[src/core/sarseq_params.svh]
// Constants of the successive-approximation conversion sequencer.
`ifndef SARSEQ_PARAMS_SVH
`define SARSEQ_PARAMS_SVH
`define SARSEQ_RES_BITS      18
`define SARSEQ_CODE_NEG_FS   18'h00000
`define SARSEQ_CODE_MID      18'h20000
`define SARSEQ_CODE_POS_FS   18'h3ffff
`define SARSEQ_MSB_POS       17
`define SARSEQ_ACQ_CYCLES    4
`endif

[src/core/sarseq_pkg.sv]
// Types of the successive-approximation conversion sequencer.
package sarseq_pkg;
  typedef enum logic [3:0] {
    SARSEQ_ACQ   = 4'b0001,
    SARSEQ_READY = 4'b0010,
    SARSEQ_CONV  = 4'b0100,
    SARSEQ_CODE  = 4'b1000
  } sarseq_state_e;
endpackage : sarseq_pkg

[src/core/sarseq_core.sv]
// Conversion sequencer: start handshake, bit-by-bit decisions and output coding.
// Summary of operation
// - Start only after acquisition, on a falling start edge.
// - Decide eighteen bits, most significant first.
// - Form code, then drop busy.
// - Coding select ignored in 18-bit parallel mode.
// - Straight binary: zero input gives 0x20000.
// - Twos complement inverts the top bit.
// - Overrange saturates to maximum code.
// - Underrange saturates to minimum code.
// - Result belongs to this conversion, no latency.
`timescale 1ns/1ps
`include "sarseq_params.svh"
module sarseq_core #(
  parameter int RES_BITS   = `SARSEQ_RES_BITS,
  parameter int ACQ_CYCLES = `SARSEQ_ACQ_CYCLES
) (
  input  wire logic                sys_clk_i,
  input  wire logic                nrst_i,
  input  wire logic                convert_start_n_i,
  input  wire logic                output_coding_select_i,
  input  wire logic                parallel_18bit_mode_i,
  input  wire logic                bit_decision_i,
  input  wire logic                overrange_i,
  input  wire logic                underrange_i,
  output logic                     busy_o,
  output logic                     acquiring_o,
  output logic [RES_BITS-1:0]      trial_code_o,
  output logic [RES_BITS-1:0]      result_o,
  output logic                     result_valid_o
);
  sarseq_pkg::sarseq_state_e state;
  sarseq_pkg::sarseq_state_e next_state;
  logic [4:0]                bit_idx;
  logic [3:0]                acq_cnt;
  logic [RES_BITS-1:0]       trial;
  logic [RES_BITS-1:0]       decided;
  logic                      start_prev;

  wire                       in_acq;
  wire                       in_ready;
  wire                       in_conv;
  wire                       in_code;
  wire                       start_fall;
  wire                       start_taken;
  wire                       acq_done;
  wire                       last_bit;
  wire [4:0]                 lower_idx;
  wire [RES_BITS-1:0]        cur_bit;
  wire [RES_BITS-1:0]        kept;
  wire [RES_BITS-1:0]        final_bits;
  wire [RES_BITS-1:0]        sat_bin;
  wire                       use_twos;
  wire [RES_BITS-1:0]        coded;
  wire [3:0]                 next_acq_cnt;
  wire                       next_acquiring;
  wire [4:0]                 next_bit_idx;
  wire [RES_BITS-1:0]        next_trial;
  wire [RES_BITS-1:0]        next_decided;
  wire                       next_busy;
  wire [RES_BITS-1:0]        next_result;
  wire                       next_valid;

  function automatic logic [RES_BITS-1:0] onehot_bit(input logic [4:0] idx);
    onehot_bit = '0;
    onehot_bit[idx] = 1'b1;
  endfunction : onehot_bit

  function automatic logic [4:0] step_down(input logic [4:0] idx);
    step_down = idx - 5'h1;
  endfunction : step_down

  // Twos complement differs from straight binary only in the top bit.
  function automatic logic [RES_BITS-1:0] to_output_code(
    input logic [RES_BITS-1:0] bin,
    input logic                twos
  );
    to_output_code = twos ? (bin ^ RES_BITS'(`SARSEQ_CODE_MID)) : bin;
  endfunction : to_output_code

  assign in_acq      = (state == sarseq_pkg::SARSEQ_ACQ);
  assign in_ready    = (state == sarseq_pkg::SARSEQ_READY);
  assign in_conv     = (state == sarseq_pkg::SARSEQ_CONV);
  assign in_code     = (state == sarseq_pkg::SARSEQ_CODE);
  // The falling edge is used so a start held low does not retrigger.
  assign start_fall  = start_prev & ~convert_start_n_i;
  // Starts outside READY, including while busy, are dropped.
  assign start_taken = in_ready & start_fall;
  assign acq_done    = (acq_cnt == 4'(ACQ_CYCLES));
  assign last_bit    = (bit_idx == 5'h0);
  assign lower_idx   = step_down(bit_idx);
  assign cur_bit     = onehot_bit(bit_idx);
  // Keep or drop the trial bit from the comparator; a high decision keeps it.
  assign kept        = bit_decision_i ? trial : (trial & ~cur_bit);
  assign final_bits  = last_bit ? kept : decided;
  // Saturation comes from the comparator front end flags of this conversion.
  assign sat_bin     = overrange_i  ? RES_BITS'(`SARSEQ_CODE_POS_FS) :
                       underrange_i ? RES_BITS'(`SARSEQ_CODE_NEG_FS) :
                       decided;
  assign use_twos    = output_coding_select_i & ~parallel_18bit_mode_i;
  assign coded       = to_output_code(sat_bin, use_twos);

  assign next_acq_cnt   = (in_acq && !acq_done) ? acq_cnt + 4'h1 : 4'h0;
  assign next_acquiring = (next_state == sarseq_pkg::SARSEQ_ACQ);
  assign next_bit_idx   = start_taken            ? 5'(`SARSEQ_MSB_POS) :
                          (in_conv && !last_bit) ? lower_idx :
                          bit_idx;
  assign next_trial     = start_taken            ? RES_BITS'(`SARSEQ_CODE_MID) :
                          (in_conv && !last_bit) ? (kept | onehot_bit(lower_idx)) :
                          in_conv                ? kept :
                          trial;
  assign next_decided   = in_conv ? final_bits : decided;
  assign next_busy      = start_taken ? 1'b1 : (in_code ? 1'b0 : busy_o);
  // Result and busy fall change together, so no stale code is seen.
  assign next_result    = in_code ? coded : result_o;
  assign next_valid     = start_taken ? 1'b0 : (in_code ? 1'b1 : result_valid_o);

  always_comb begin
    next_state = state;
    unique case (state)
      sarseq_pkg::SARSEQ_ACQ: begin
        if (acq_done) begin
          next_state = sarseq_pkg::SARSEQ_READY;
        end
      end
      sarseq_pkg::SARSEQ_READY: begin
        if (start_fall) begin
          next_state = sarseq_pkg::SARSEQ_CONV;
        end
      end
      sarseq_pkg::SARSEQ_CONV: begin
        if (last_bit) begin
          next_state = sarseq_pkg::SARSEQ_CODE;
        end
      end
      sarseq_pkg::SARSEQ_CODE: begin
        next_state = sarseq_pkg::SARSEQ_ACQ;
      end
      default: begin
        next_state = sarseq_pkg::SARSEQ_ACQ;
      end
    endcase
  end

  always_ff @(posedge sys_clk_i or negedge nrst_i) begin
    if (!nrst_i) begin
      state <= sarseq_pkg::SARSEQ_ACQ;
    end else begin
      state <= next_state;
    end
  end

  always_ff @(posedge sys_clk_i or negedge nrst_i) begin
    if (!nrst_i) begin
      start_prev <= 1'b1;
    end else begin
      start_prev <= convert_start_n_i;
    end
  end

  always_ff @(posedge sys_clk_i or negedge nrst_i) begin
    if (!nrst_i) begin
      acq_cnt <= 4'h0;
    end else begin
      acq_cnt <= next_acq_cnt;
    end
  end

  always_ff @(posedge sys_clk_i or negedge nrst_i) begin
    if (!nrst_i) begin
      acquiring_o <= 1'b1;
    end else begin
      acquiring_o <= next_acquiring;
    end
  end

  always_ff @(posedge sys_clk_i or negedge nrst_i) begin
    if (!nrst_i) begin
      bit_idx <= 5'h0;
    end else begin
      bit_idx <= next_bit_idx;
    end
  end

  always_ff @(posedge sys_clk_i or negedge nrst_i) begin
    if (!nrst_i) begin
      trial <= '0;
    end else begin
      trial <= next_trial;
    end
  end

  always_ff @(posedge sys_clk_i or negedge nrst_i) begin
    if (!nrst_i) begin
      trial_code_o <= '0;
    end else begin
      trial_code_o <= next_trial;
    end
  end

  always_ff @(posedge sys_clk_i or negedge nrst_i) begin
    if (!nrst_i) begin
      decided <= '0;
    end else begin
      decided <= next_decided;
    end
  end

  always_ff @(posedge sys_clk_i or negedge nrst_i) begin
    if (!nrst_i) begin
      busy_o <= 1'b0;
    end else begin
      busy_o <= next_busy;
    end
  end

  always_ff @(posedge sys_clk_i or negedge nrst_i) begin
    if (!nrst_i) begin
      result_o <= '0;
    end else begin
      result_o <= next_result;
    end
  end

  always_ff @(posedge sys_clk_i or negedge nrst_i) begin
    if (!nrst_i) begin
      result_valid_o <= 1'b0;
    end else begin
      result_valid_o <= next_valid;
    end
  end
endmodule : sarseq_core

[config.mk]
export PLATFORM = sky130hd
export DESIGN_NAME = sarseq_core
export DESIGN_NICKNAME = d
export VERILOG_FILES = /design/src/core/sarseq_pkg.sv /design/src/core/sarseq_core.sv
export VERILOG_INCLUDE_DIRS = /design/src /design/src/core
export SDC_FILE = /design/constraint.sdc
export NUM_CORES = 1
export LEC_CHECK = 0
export ABC_CLOCK_PERIOD_IN_PS = 2280
export BUFFER_PORTS_ARGS = -buffer_cell sky130_fd_sc_hd__buf_2
export CAP_MARGIN = 10
export CORE_UTILIZATION = 50
export DETAILED_ROUTE_END_ITERATION = 12
export PLACE_DENSITY = 0.69
export SYNTH_ARGS = -nofsm -noshare
export SYNTH_HDL_FRONTEND = slang
export SYNTH_SLANG_ARGS = --single-unit
[constraint.sdc]
create_clock -name sys_clk_i -period 2.28 [get_ports sys_clk_i]
set_input_delay 0.456 -clock sys_clk_i [delete_from_list [all_inputs] [get_ports sys_clk_i]]
set_output_delay 0.456 -clock sys_clk_i [all_outputs]
set_load 0.01 [all_outputs]
==> results of run 1 <==
## Yosys cell counts, types with 3 or more instances
cell type,instances,area (µm²)
dfrtp_1,68,1700
a21oi_1,57,285
o21ai_0,33,165
nor2_1,30,113
mux2_2,16,180
clkbuf_1,15,56.3
inv_1,13,48.8
o31ai_1,9,67.6
nor2b_1,8,50.1
ha_1,7,87.6
nand2_1,7,26.3
a22o_1,6,52.6
nor3_1,6,30.0
a31oi_1,3,18.8
buf_2,3,15.0
dfstp_2,3,78.8
nand2b_1,3,18.8
nand3_1,3,15.0
nor3b_1,3,22.5
## stage by stage
step	instance area, µm²	util (%)	power (W)	worst slack, ns	instances
after global placement	3630	57.2	0.00247	0.224	437
after CTS	3860	60.8	0.00361	0.155	454
after floorplan	3270	-	0.00214	0.256	321
after global routing	3860	60.8	0.00380	0.0327	454
after detailed placement	3630	57.2	0.00249	0.175	437
final	3860	60.8	0.00359	0.166	454
## timing repair
| item | in CTS | in global routing |
|---|---|---|
| endpoints found under the setup margin | 0 | 5 |
| hold buffers | 1 | 0 |
| endpoints found under the hold margin | 4 | 0 |
| gates resized for setup | 0 | 1 |
## critical path: stages (launching register included)
cell,delay (ns)
dfrtp_1,0.45
inv_1,0.14
ha_1,0.31
nor2b_1,0.21
a21oi_4,0.30
mux2_2,0.37
a22o_1,0.23
## cell type report
type | instances | area share [%]
Sequential cell | 71 | 46.1
Multi-Input combinational cell | 216 | 35.2
Clock buffer | 11 | 3.66
Clock inverter | 5 | 2.11
Timing Repair Buffer | 60 | 9.07
Inverter | 14 | 1.36
Tap cell | 77 | 2.49
## cell families after synthesis
kind of cell / count (synthesis)
flip-flops: 71
adder cells (fa/ha/maj): 7
AO/OA/AOI/OAI: 117
XOR/XNOR: 3
AND/OR/NAND/NOR: 72
multiplexers: 17
buffers and inverters: 34
## flip-flops by register name (all words and copies together) (netlist names)
| register | cells |
|---|---|
| bit_idx | 5 |
| start_prev | 1 |
| result_valid_o | 1 |
| state | 4 |
| acq_cnt | 4 |
| busy_o | 1 |
| trial | 18 |
| result_o | 18 |
| decided | 18 |
| acquiring_o | 1 |
## metal layers
layer | wire (µm) | share of wire [%] | up-vias | track usage (%)
met1 | 3620 | 49 | 1255 | 34.6
met2 | 3320 | 45 | 71 | 33.2
met5 | 0 | 0 | - | 0
met3 | 404 | 5.4 | 11 | 5.17
met4 | 93 | 1.2 | 0 | 8.15
li1 | - | - | 1248 | -
## final timing paths
check / endpoint / slack, ns / cells past startpoint
min in group asynchronous: bit_idx[3]$_DFFE_PN0P_ / 0.53 / 2
worst max-delay path: bit_idx[3]$_DFFE_PN0P_ / 0.17 / 6
worst max register to register: bit_idx[3]$_DFFE_PN0P_ / 0.17 / 6
max in group asynchronous: decided[15]$_DFFE_PN0P_ / 1.12 / 3
worst min register to register: decided[16]$_DFFE_PN0P_ / 0.49 / 2
worst min-delay path: start_prev$_DFF_PN1_ / 0.22 / 1
## power by group
group / internal, W / switching, W
Combinational: 0.000337 / 0.000458
Sequential: 0.00147 / 0.000208
Clock: 0.000646 / 0.000473
==> summary.md, run 1 <==
| Metric | Value |
|---|---|
| Status | `complete, no violations` |
| Setup Viol. Count Final | `0` |
| Simple logic cell fraction of the synthesized area | `11.4%` |
| Worst-path fanout max | `10` |
| Die height | `82.9 µm` |
| Reg area | `between 0.0015 and 0.002 mm²` |
| Global route overflow | `0` |
| Fillers | `553` |
| Final hold violations | `0` |
| Number of synthesized register bits | `71` |
| Pleak | `1.76 nW` |
| Crit path launch type | `register` |
| Most common cell after layout, fill and taps aside | `dfrtp_1` |
| Fraction of registers with async set or reset after synthesis | `100%` |
| # nets final | `387` |
| Clock Skew | `0.00769 ns` |
| Crit end category | `register` |
| Post-synthesis sequential area ratio | `54.4%` |
| EDFF count, synth | `0` |
| Number of distinct library cells after synthesis | `45` |
| RSZ-0062 raised after global routing | `no` |
| Clk slew on worst S/H paths | `about 0.070 ns` |
| Worst relative slew slack | `56.8%` |
| DRC Markers | `0` |
| Worst endpoint required time | `2.51 ns` |
| Compound-cell area share of the yosys netlist | `20.6%` |
| Area growth syn-to-layout | `18.0%` |
| Peak VDD IR | `~0.00053 V` |
| Max-Cap Viols | `0` |
| Synth warn | `0` |
| Critical Path AT | `between 2 and 2.5 ns` |
| Crit Reg-Reg Startpoint | `bit_idx[0]$_DFFE_PN0P_` |
| Horiz. Die Dim | `82.9 µm` |
| Root Driver | `clkbuf_8` |
| H-tree levels | `3` |
| Core Region | `0.00635 mm²` |
| Antenna-violating nets left | `0` |
| Initial antenna violation count | `0` |
| Footprint of the multi-input gates | `0.00136 mm²` |
| Hold WS | `0.218 ns` |
| Dominant register cell in the synthesized netlist | `dfrtp_1` |
| Synth Net Count | `approximately 340` |
| Fmax | `0.473 GHz` |
| Syn Std Cell Area | `between 0.003 and 0.004 mm²` |
| Vias | `between 2000 and 3000` |
| Adder-Cell Fraction of Synth Area | `2.68%` |
| Vias in the first global route | `2416` |
| First-pass GRT wire length | `12500 µm` |
| Placer Congestion | `about 0.9` |
| Vias per cell | `5.69` |
| Initial core utilization | `51.5%` |
| Slew @ Worst Pin | `0.639 ns` |
| XOR/XNOR Fraction of Synth Area | `0.803%` |
| Min-Delay Path Class | `in2reg` |
| Postcts setup bufs | `0` |
| Fraction of layout cells with a size suffix above 1 | `25.5%` |
| Syn avg cell area | `a little over 10 µm²` |
| Hold Crit Start | `convert_start_n_i` |
| Mux cell area share after synthesis | `under 10%` |
| Routed Wire Length | `7440 µm` |
| Max Root-Sink Buffers | `2` |
| First drt pass iteration count | `4` |
| Setup CP Type | `reg2reg` |
| Commonest non-fill, non-tap cells in the layout | `68 x dfrtp_1, 57 x a21oi_1, 46 x buf_2` |
| PortBufs | `46` |
| Total GRT Usage | `23.1%` |
| Die Area | `about 0.0069 mm²` |
| Tmin final | `2.11 ns` |
| IO Pins | `47` |
| Final period utilization | `~93%` |
| WL/cell | `16.4 µm` |
| Max Slew Vio Count | `0` |
| PwrDens | `929 mW/mm²` |
| CTS Buf Count | `9` |
| DPL Wire Length | `5130 µm` |
| Largest family of logic cells by synthesized area | `compound AO/OA/AOI/OAI gates` |
| Drt initial violations | `130` |
| CTS tree | `yes` |
| Largest net degree at the start of global routing | `39` |
| Core Rows | `29` |
| CP startpoint | `bit_idx[0]$_DFFE_PN0P_` |
| Setup TNS | `0 ns` |
| Post-Syn Instances | `321` |
| Sink Count | `between 70 and 80` |
| ANT cells | `0` |
| Clk Latency, worst-skew pair | `0.35 ns` |
(Power assumes the default switching activity.)
==> run 2, diff against run 1 <==
--- a/config.mk
+++ b/config.mk
@@ -12,6 +12,7 @@
 export CORE_UTILIZATION = 50
 export DETAILED_ROUTE_END_ITERATION = 12
 export PLACE_DENSITY = 0.69
+export REMOVE_ABC_BUFFERS = 1
 export SYNTH_ARGS = -nofsm -noshare
 export SYNTH_HDL_FRONTEND = slang
 export SYNTH_SLANG_ARGS = --single-unit
==> run 2 against run 1 <==
Core utilization decreased by 0.93 points; sequential power about the same; highest routed layer unchanged; cell count unchanged; register-to-register slack improved by 0.05 ns; first-iteration DRC count increased by 6.2%; largest power group unchanged; fmax increased by 2.2%; worst hold slack got worse by 0.10 ns; largest cell class unchanged; global-route usage decreased by 0.72 points; cell area decreased by 1.5%; clock power decreased by 24%.
==> summary.md, run 2 (synthesis results as in run 1) <==
| Metric | Value |
|---|---|
| Fmax | `~0.48 GHz` |
| Pleak | `around 1.7 nW` |
| Final instance area | `0.00380 mm²` |
| Root Driver | `clkbuf_8` |
| Tot Pwr | `0.00329 W` |
| Tmin final | `2.07 ns` |
| Final hold violations | `0` |
| IO Pins | `47` |
| Crit Reg-Reg Startpoint | `state[1]$_DFF_PN0_` |
| Initial antenna violation count | `0` |
| Global route overflow | `0` |
| Core Rows | `29` |
| Dpl cells | `around 440` |
| DRC Markers | `0` |
| Biggest regs | `decided (18), result_o (18), trial (18)` |
| Non-Filler Instances | `~450` |
| Drt initial violations | `138` |
| Slew @ Worst Pin | `0.588 ns` |
| Vias per cell | `5.62` |
| Core Region | `0.00635 mm²` |
| Die Area | `0.00687 mm²` |
| Worst-path fanout max | `10` |
| Status | `complete, no violations` |
| Max Root-Sink Buffers | `2` |
| DPL Wire Length | `4850 µm` |
| Cell family with most CP delay | `simple AND/OR/NAND/NOR gates` |
| Setup TNS | `0 ns` |
| Max Slew Vio Count | `0` |
| Peak VDD IR | `0.000536 V` |
| Total GRT Usage | `22.4%` |
| Final period utilization | `90.7%` |
| CP startpoint | `state[1]$_DFF_PN0_` |
| Slowest CP cell | `or4b_1` |
| Horiz. Die Dim | `82.9 µm` |
| Vias | `roughly 2600` |
| First drt pass iteration count | `4` |
| Setup CP Type | `reg2reg` |
| Crit-path cells | `or4b_1, a21oi_4, mux2_2, a22o_1` |
| Largest net degree at the start of global routing | `72` |
| Postcts setup bufs | `0` |
| Antenna-violating nets left | `0` |
| Initial core utilization | `51.5%` |
| CTS Buf Count | `9` |
| PwrDens | `866 mW/mm²` |
| Crit path launch type | `register` |
| Worst relative slew slack | `60.2%` |
| Clk slew on worst S/H paths | `0.07 ns` |
| CTS tree | `yes` |
| Routed Wire Length | `between 7000 and 8000 µm` |
| Critical path's largest stage delay | `0.67 ns` |
| Setup Viol. Count Final | `0` |
| Commonest non-fill, non-tap cells in the layout | `68 x dfrtp_1, 57 x a21oi_1, 46 x buf_2` |
| Critical Path AT | `2.31 ns` |
| Min-Delay Path Class | `in2async` |
| Clock Skew | `about 0.0075 ns` |
| Area growth syn-to-layout | `16.3%` |
| H-tree levels | `3` |
| Max-Cap Viols | `0` |
| Fraction of layout cells with a size suffix above 1 | `a little over a quarter` |
| RSZ-0062 raised after global routing | `no` |
| PortBufs | `46` |
| WL/cell | `roughly 16 µm` |
| CP bufs+invs | `0` |
| # nets final | `just under 400` |
| Sink Count | `between 70 and 80` |
| DP Area | `0.00364 mm²` |
| Final core occ | `59.9%` |
| Clk Latency, worst-skew pair | `approximately 0.35 ns` |
| Worst endpoint required time | `2.53 ns` |
| Crit end category | `register` |
| Most common cell after layout, fill and taps aside | `dfrtp_1` |
| Placer Congestion | `between 0.9 and 1` |
| ANT cells | `0` |
| Die height | `82.9 µm` |
| Vias in the first global route | `~2400` |
| First-pass GRT wire length | `12100 µm` |
run 2: changes by cell type in the layout (fill, tap and decap cells not counted), sizes merged:
cell	change
clkinvlp	+1
buf	+1
clkbuf	-2
clkinv	+3
bufinv	-2
dlygate4sd3	-1
run 2: metal layers:
layer	vias up	global-route usage, %	routed length [µm]
met5	-	0	0
met4	0	9.40	150
met3	15	6.76	333
met2	71	32.0	3290
met1	1224	31.8	3350
li1	1241	-	-
run 2: cell type report:
| class | count | area [µm²] |
|---|---|---|
| clock buffer | 9 | 124 |
| clock inverter | 7 | 40.0 |
| fill | 570 | 2550 |
| inverter | 14 | 52.6 |
| multi-input combinational | 216 | 1360 |
| sequential | 71 | 1780 |
| tap | 77 | 96.3 |
| timing repair buffer | 60 | 348 |
run 2: power by group:
part           total, W  internal [W]  switching (W)
clock          0.000848      0.000384       0.000464
sequential      0.00167       0.00147       0.000205
combinational  0.000771      0.000331       0.000440
total           0.00329       0.00218        0.00111
run 2: what timing repair did:
| item | CTS | global route |
|---|---|---|
| hold buffers | 0 | 0 |
| gates resized for setup | 0 | 3 |
| setup endpoints to repair | 0 | 5 |
run 2: path summary, 6_finish.rpt:
path | endpoint | slack [ns] | depth (start not counted)
max | bit_idx[3]$_DFFE_PN0P_ | 0.21 | 4
min | result_o[10]$_DFFE_PN0N_ | 0.12 | 2
max reg2reg | bit_idx[3]$_DFFE_PN0P_ | 0.21 | 4
min reg2reg | decided[16]$_DFFE_PN0P_ | 0.49 | 2
max in group asynchronous | start_prev$_DFF_PN1_ | 1.82 | 2
min in group sys_clk_i | start_prev$_DFF_PN1_ | 0.22 | 1
run 2: metrics by stage:
stage          setup slack (ns)  hold slack, ns
4_1_cts                   0.118           0.134
5_1_grt                  0.0787           0.151
6_report                  0.212           0.116
3_3_place_gp              0.245           0.470
3_5_place_dp              0.111           0.473
2_1_floorplan            -0.365           0.160
==> run 3, diff against run 2 <==
--- a/config.mk
+++ b/config.mk
@@ -7,7 +7,7 @@
 export NUM_CORES = 1
 export LEC_CHECK = 0
 export ABC_CLOCK_PERIOD_IN_PS = 2280
-export BUFFER_PORTS_ARGS = -buffer_cell sky130_fd_sc_hd__buf_2
+export BUFFER_PORTS_ARGS = -buffer_cell sky130_fd_sc_hd__buf_4
 export CAP_MARGIN = 10
 export CORE_UTILIZATION = 50
 export DETAILED_ROUTE_END_ITERATION = 12
==> run 3 against run 2 <==
First-iteration DRC count is 28% higher; sequential share of layout area is 2.0 points lower; clock power is 30% higher; critical path type unchanged; critical endpoint is now trial[1]$_DFFE_PN0P_; largest cell class unchanged; largest power group unchanged.
==> summary.md, run 3 (synthesis results as in run 1) <==
| Metric | Value |
|---|---|
| Worst endpoint required time | `2.52 ns` |
| Biggest regs | `decided (18), result_o (18), trial (18)` |
| Largest net degree at the start of global routing | `45` |
| DPL Wire Length | `5100 µm` |
| ANT cells | `0` |
| CTS Buf Count | `9` |
| Worst-path fanout max | `7` |
| Total GRT Usage | `23.3%` |
| Drt initial violations | `roughly 180` |
| WL/cell | `16.0 µm` |
| Crit end category | `register` |
| RSZ-0062 raised after global routing | `no` |
| Clock Skew | `0.00673 ns` |
| Sink Count | `71` |
| R2R setup slack | `0.21 ns` |
| Final core occ | `62.6%` |
| Setup Viol. Count Final | `0` |
| Fillers | `~550` |
| # nets final | `approximately 390` |
| Horiz. Die Dim | `82.9 µm` |
| Initial core utilization | `51.5%` |
| First-pass GRT wire length | `12600 µm` |
| Clk Latency, worst-skew pair | `0.35 ns` |
| Tmin final | `2.07 ns` |
| Postcts setup bufs | `0` |
| Max Slew Vio Count | `0` |
| First drt pass iteration count | `4` |
| Vias per cell | `5.59` |
| IO Pins | `47` |
| Max Root-Sink Buffers | `2` |
| Initial antenna violation count | `0` |
| Commonest non-fill, non-tap cells in the layout | `68 x dfrtp_1, 59 x buf_4, 57 x a21oi_1` |
| Post_cts resized | `0` |
| Global route overflow | `0` |
| Antenna-violating nets left | `0` |
| CTS tree | `yes` |
| Vias in the first global route | `between 2000 and 3000` |
| Worst slack at placement | `roughly 0.12 ns` |
| Clk slew on worst S/H paths | `0.08 ns` |
| Area growth syn-to-layout | `21.4%` |
| Peak VDD IR | `0.000592 V` |
| DRC Markers | `0` |
| DP Area | `0.00375 mm²` |
| Post-cts hold buffer count | `0` |
| Final worst setup slack | `0.215 ns` |
| Final period utilization | `90.6%` |
| PortBufs | `46` |
| Vias | `about 2500` |
| PwrDens | `916 mW/mm²` |
| Final instance area | `between 0.003 and 0.004 mm²` |
| Fraction of layout cells with a size suffix above 1 | `26.0%` |
| Root Driver | `clkbuf_8` |
| Core Rows | `29` |
| Crit Reg-Reg Startpoint | `bit_idx[0]$_DFFE_PN0P_` |
| Fmax | `0.484 GHz` |
| Worst relative slew slack | `60.6%` |
| Routed Wire Length | `between 7000 and 8000 µm` |
| Max-Cap Viols | `0` |
| Setup TNS | `0 ns` |
| Core Region | `0.00635 mm²` |
| Dpl cells | `438` |
| Most common cell after layout, fill and taps aside | `dfrtp_1` |
| Die Area | `0.00687 mm²` |
| Crit path launch type | `register` |
| Non-Filler Instances | `around 450` |
| Critical Path AT | `2.31 ns` |
| Placer Congestion | `approximately 0.9` |
| H-tree levels | `3` |
| Reg area | `0.00178 mm²` |
| CP startpoint | `bit_idx[0]$_DFFE_PN0P_` |
| Footprint of the multi-input gates | `0.00136 mm²` |
| Min-Delay Path Class | `in2async` |
| Final hold violations | `0` |
| Setup CP Type | `reg2reg` |
| Die height | `82.9 µm` |
| Slew @ Worst Pin | `0.582 ns` |
| Pleak | `between 1.5 and 2 nW` |
| Status | `complete, no violations` |
-- run 3: report_power, final --
group	internal [W]	switching [W]
clock network	0.000617	0.000487
logic	0.000418	0.000455
registers	0.00147	0.000195
-- run 3: path summary, 6_finish.rpt --
check	end	depth (start not counted)
hold reg to reg	acq_cnt[0]$_DFF_PN0_	1
min in group sys_clk_i	start_prev$_DFF_PN1_	1
setup reg to reg	trial[1]$_DFFE_PN0P_	6
setup / recovery	trial[1]$_DFFE_PN0P_	6
max in group asynchronous	bit_idx[2]$_DFFE_PN0P_	2
hold / removal	result_o[10]$_DFFE_PN0N_	1
-- run 3: worst max-delay path: stages, from the launching register on --
cell	delay, ns
dfrtp_1	0.44
inv_1	0.13
ha_1	0.29
or4_1	0.55
nand2_1	0.10
o21ai_1	0.15
o31ai_1	0.29
-- run 3: per-layer routing --
| layer | part of all wire (%) | global-route usage [%] | vias to the layer above |
|---|---|---|---|
| li1 | - | - | 1248 |
| met1 | 47 | 32.2 | 1219 |
| met2 | 46 | 35.6 | 60 |
| met3 | 5.2 | 5.77 | 12 |
| met4 | 1.6 | 8.93 | 0 |
| met5 | 0 | 0 | - |
-- run 3: metrics by stage --
stage	power, W	hold WS (ns)
after floorplan	0.00212	0.160
after global placement	0.00254	0.401
after detailed placement	0.00256	0.403
after CTS	0.00367	0.0233
after global routing	0.00386	0.0327
final	0.00364	0.0142
-- run 3: area by class of cell --
type,count,share of cell area (%)
clock buffers,9,3.12
well taps,77,2.43
inverters,14,1.32
flip-flops and latches,71,44.8
clock inverters,7,2.43
repair buffers,60,11.7
multi-input cells,216,34.2
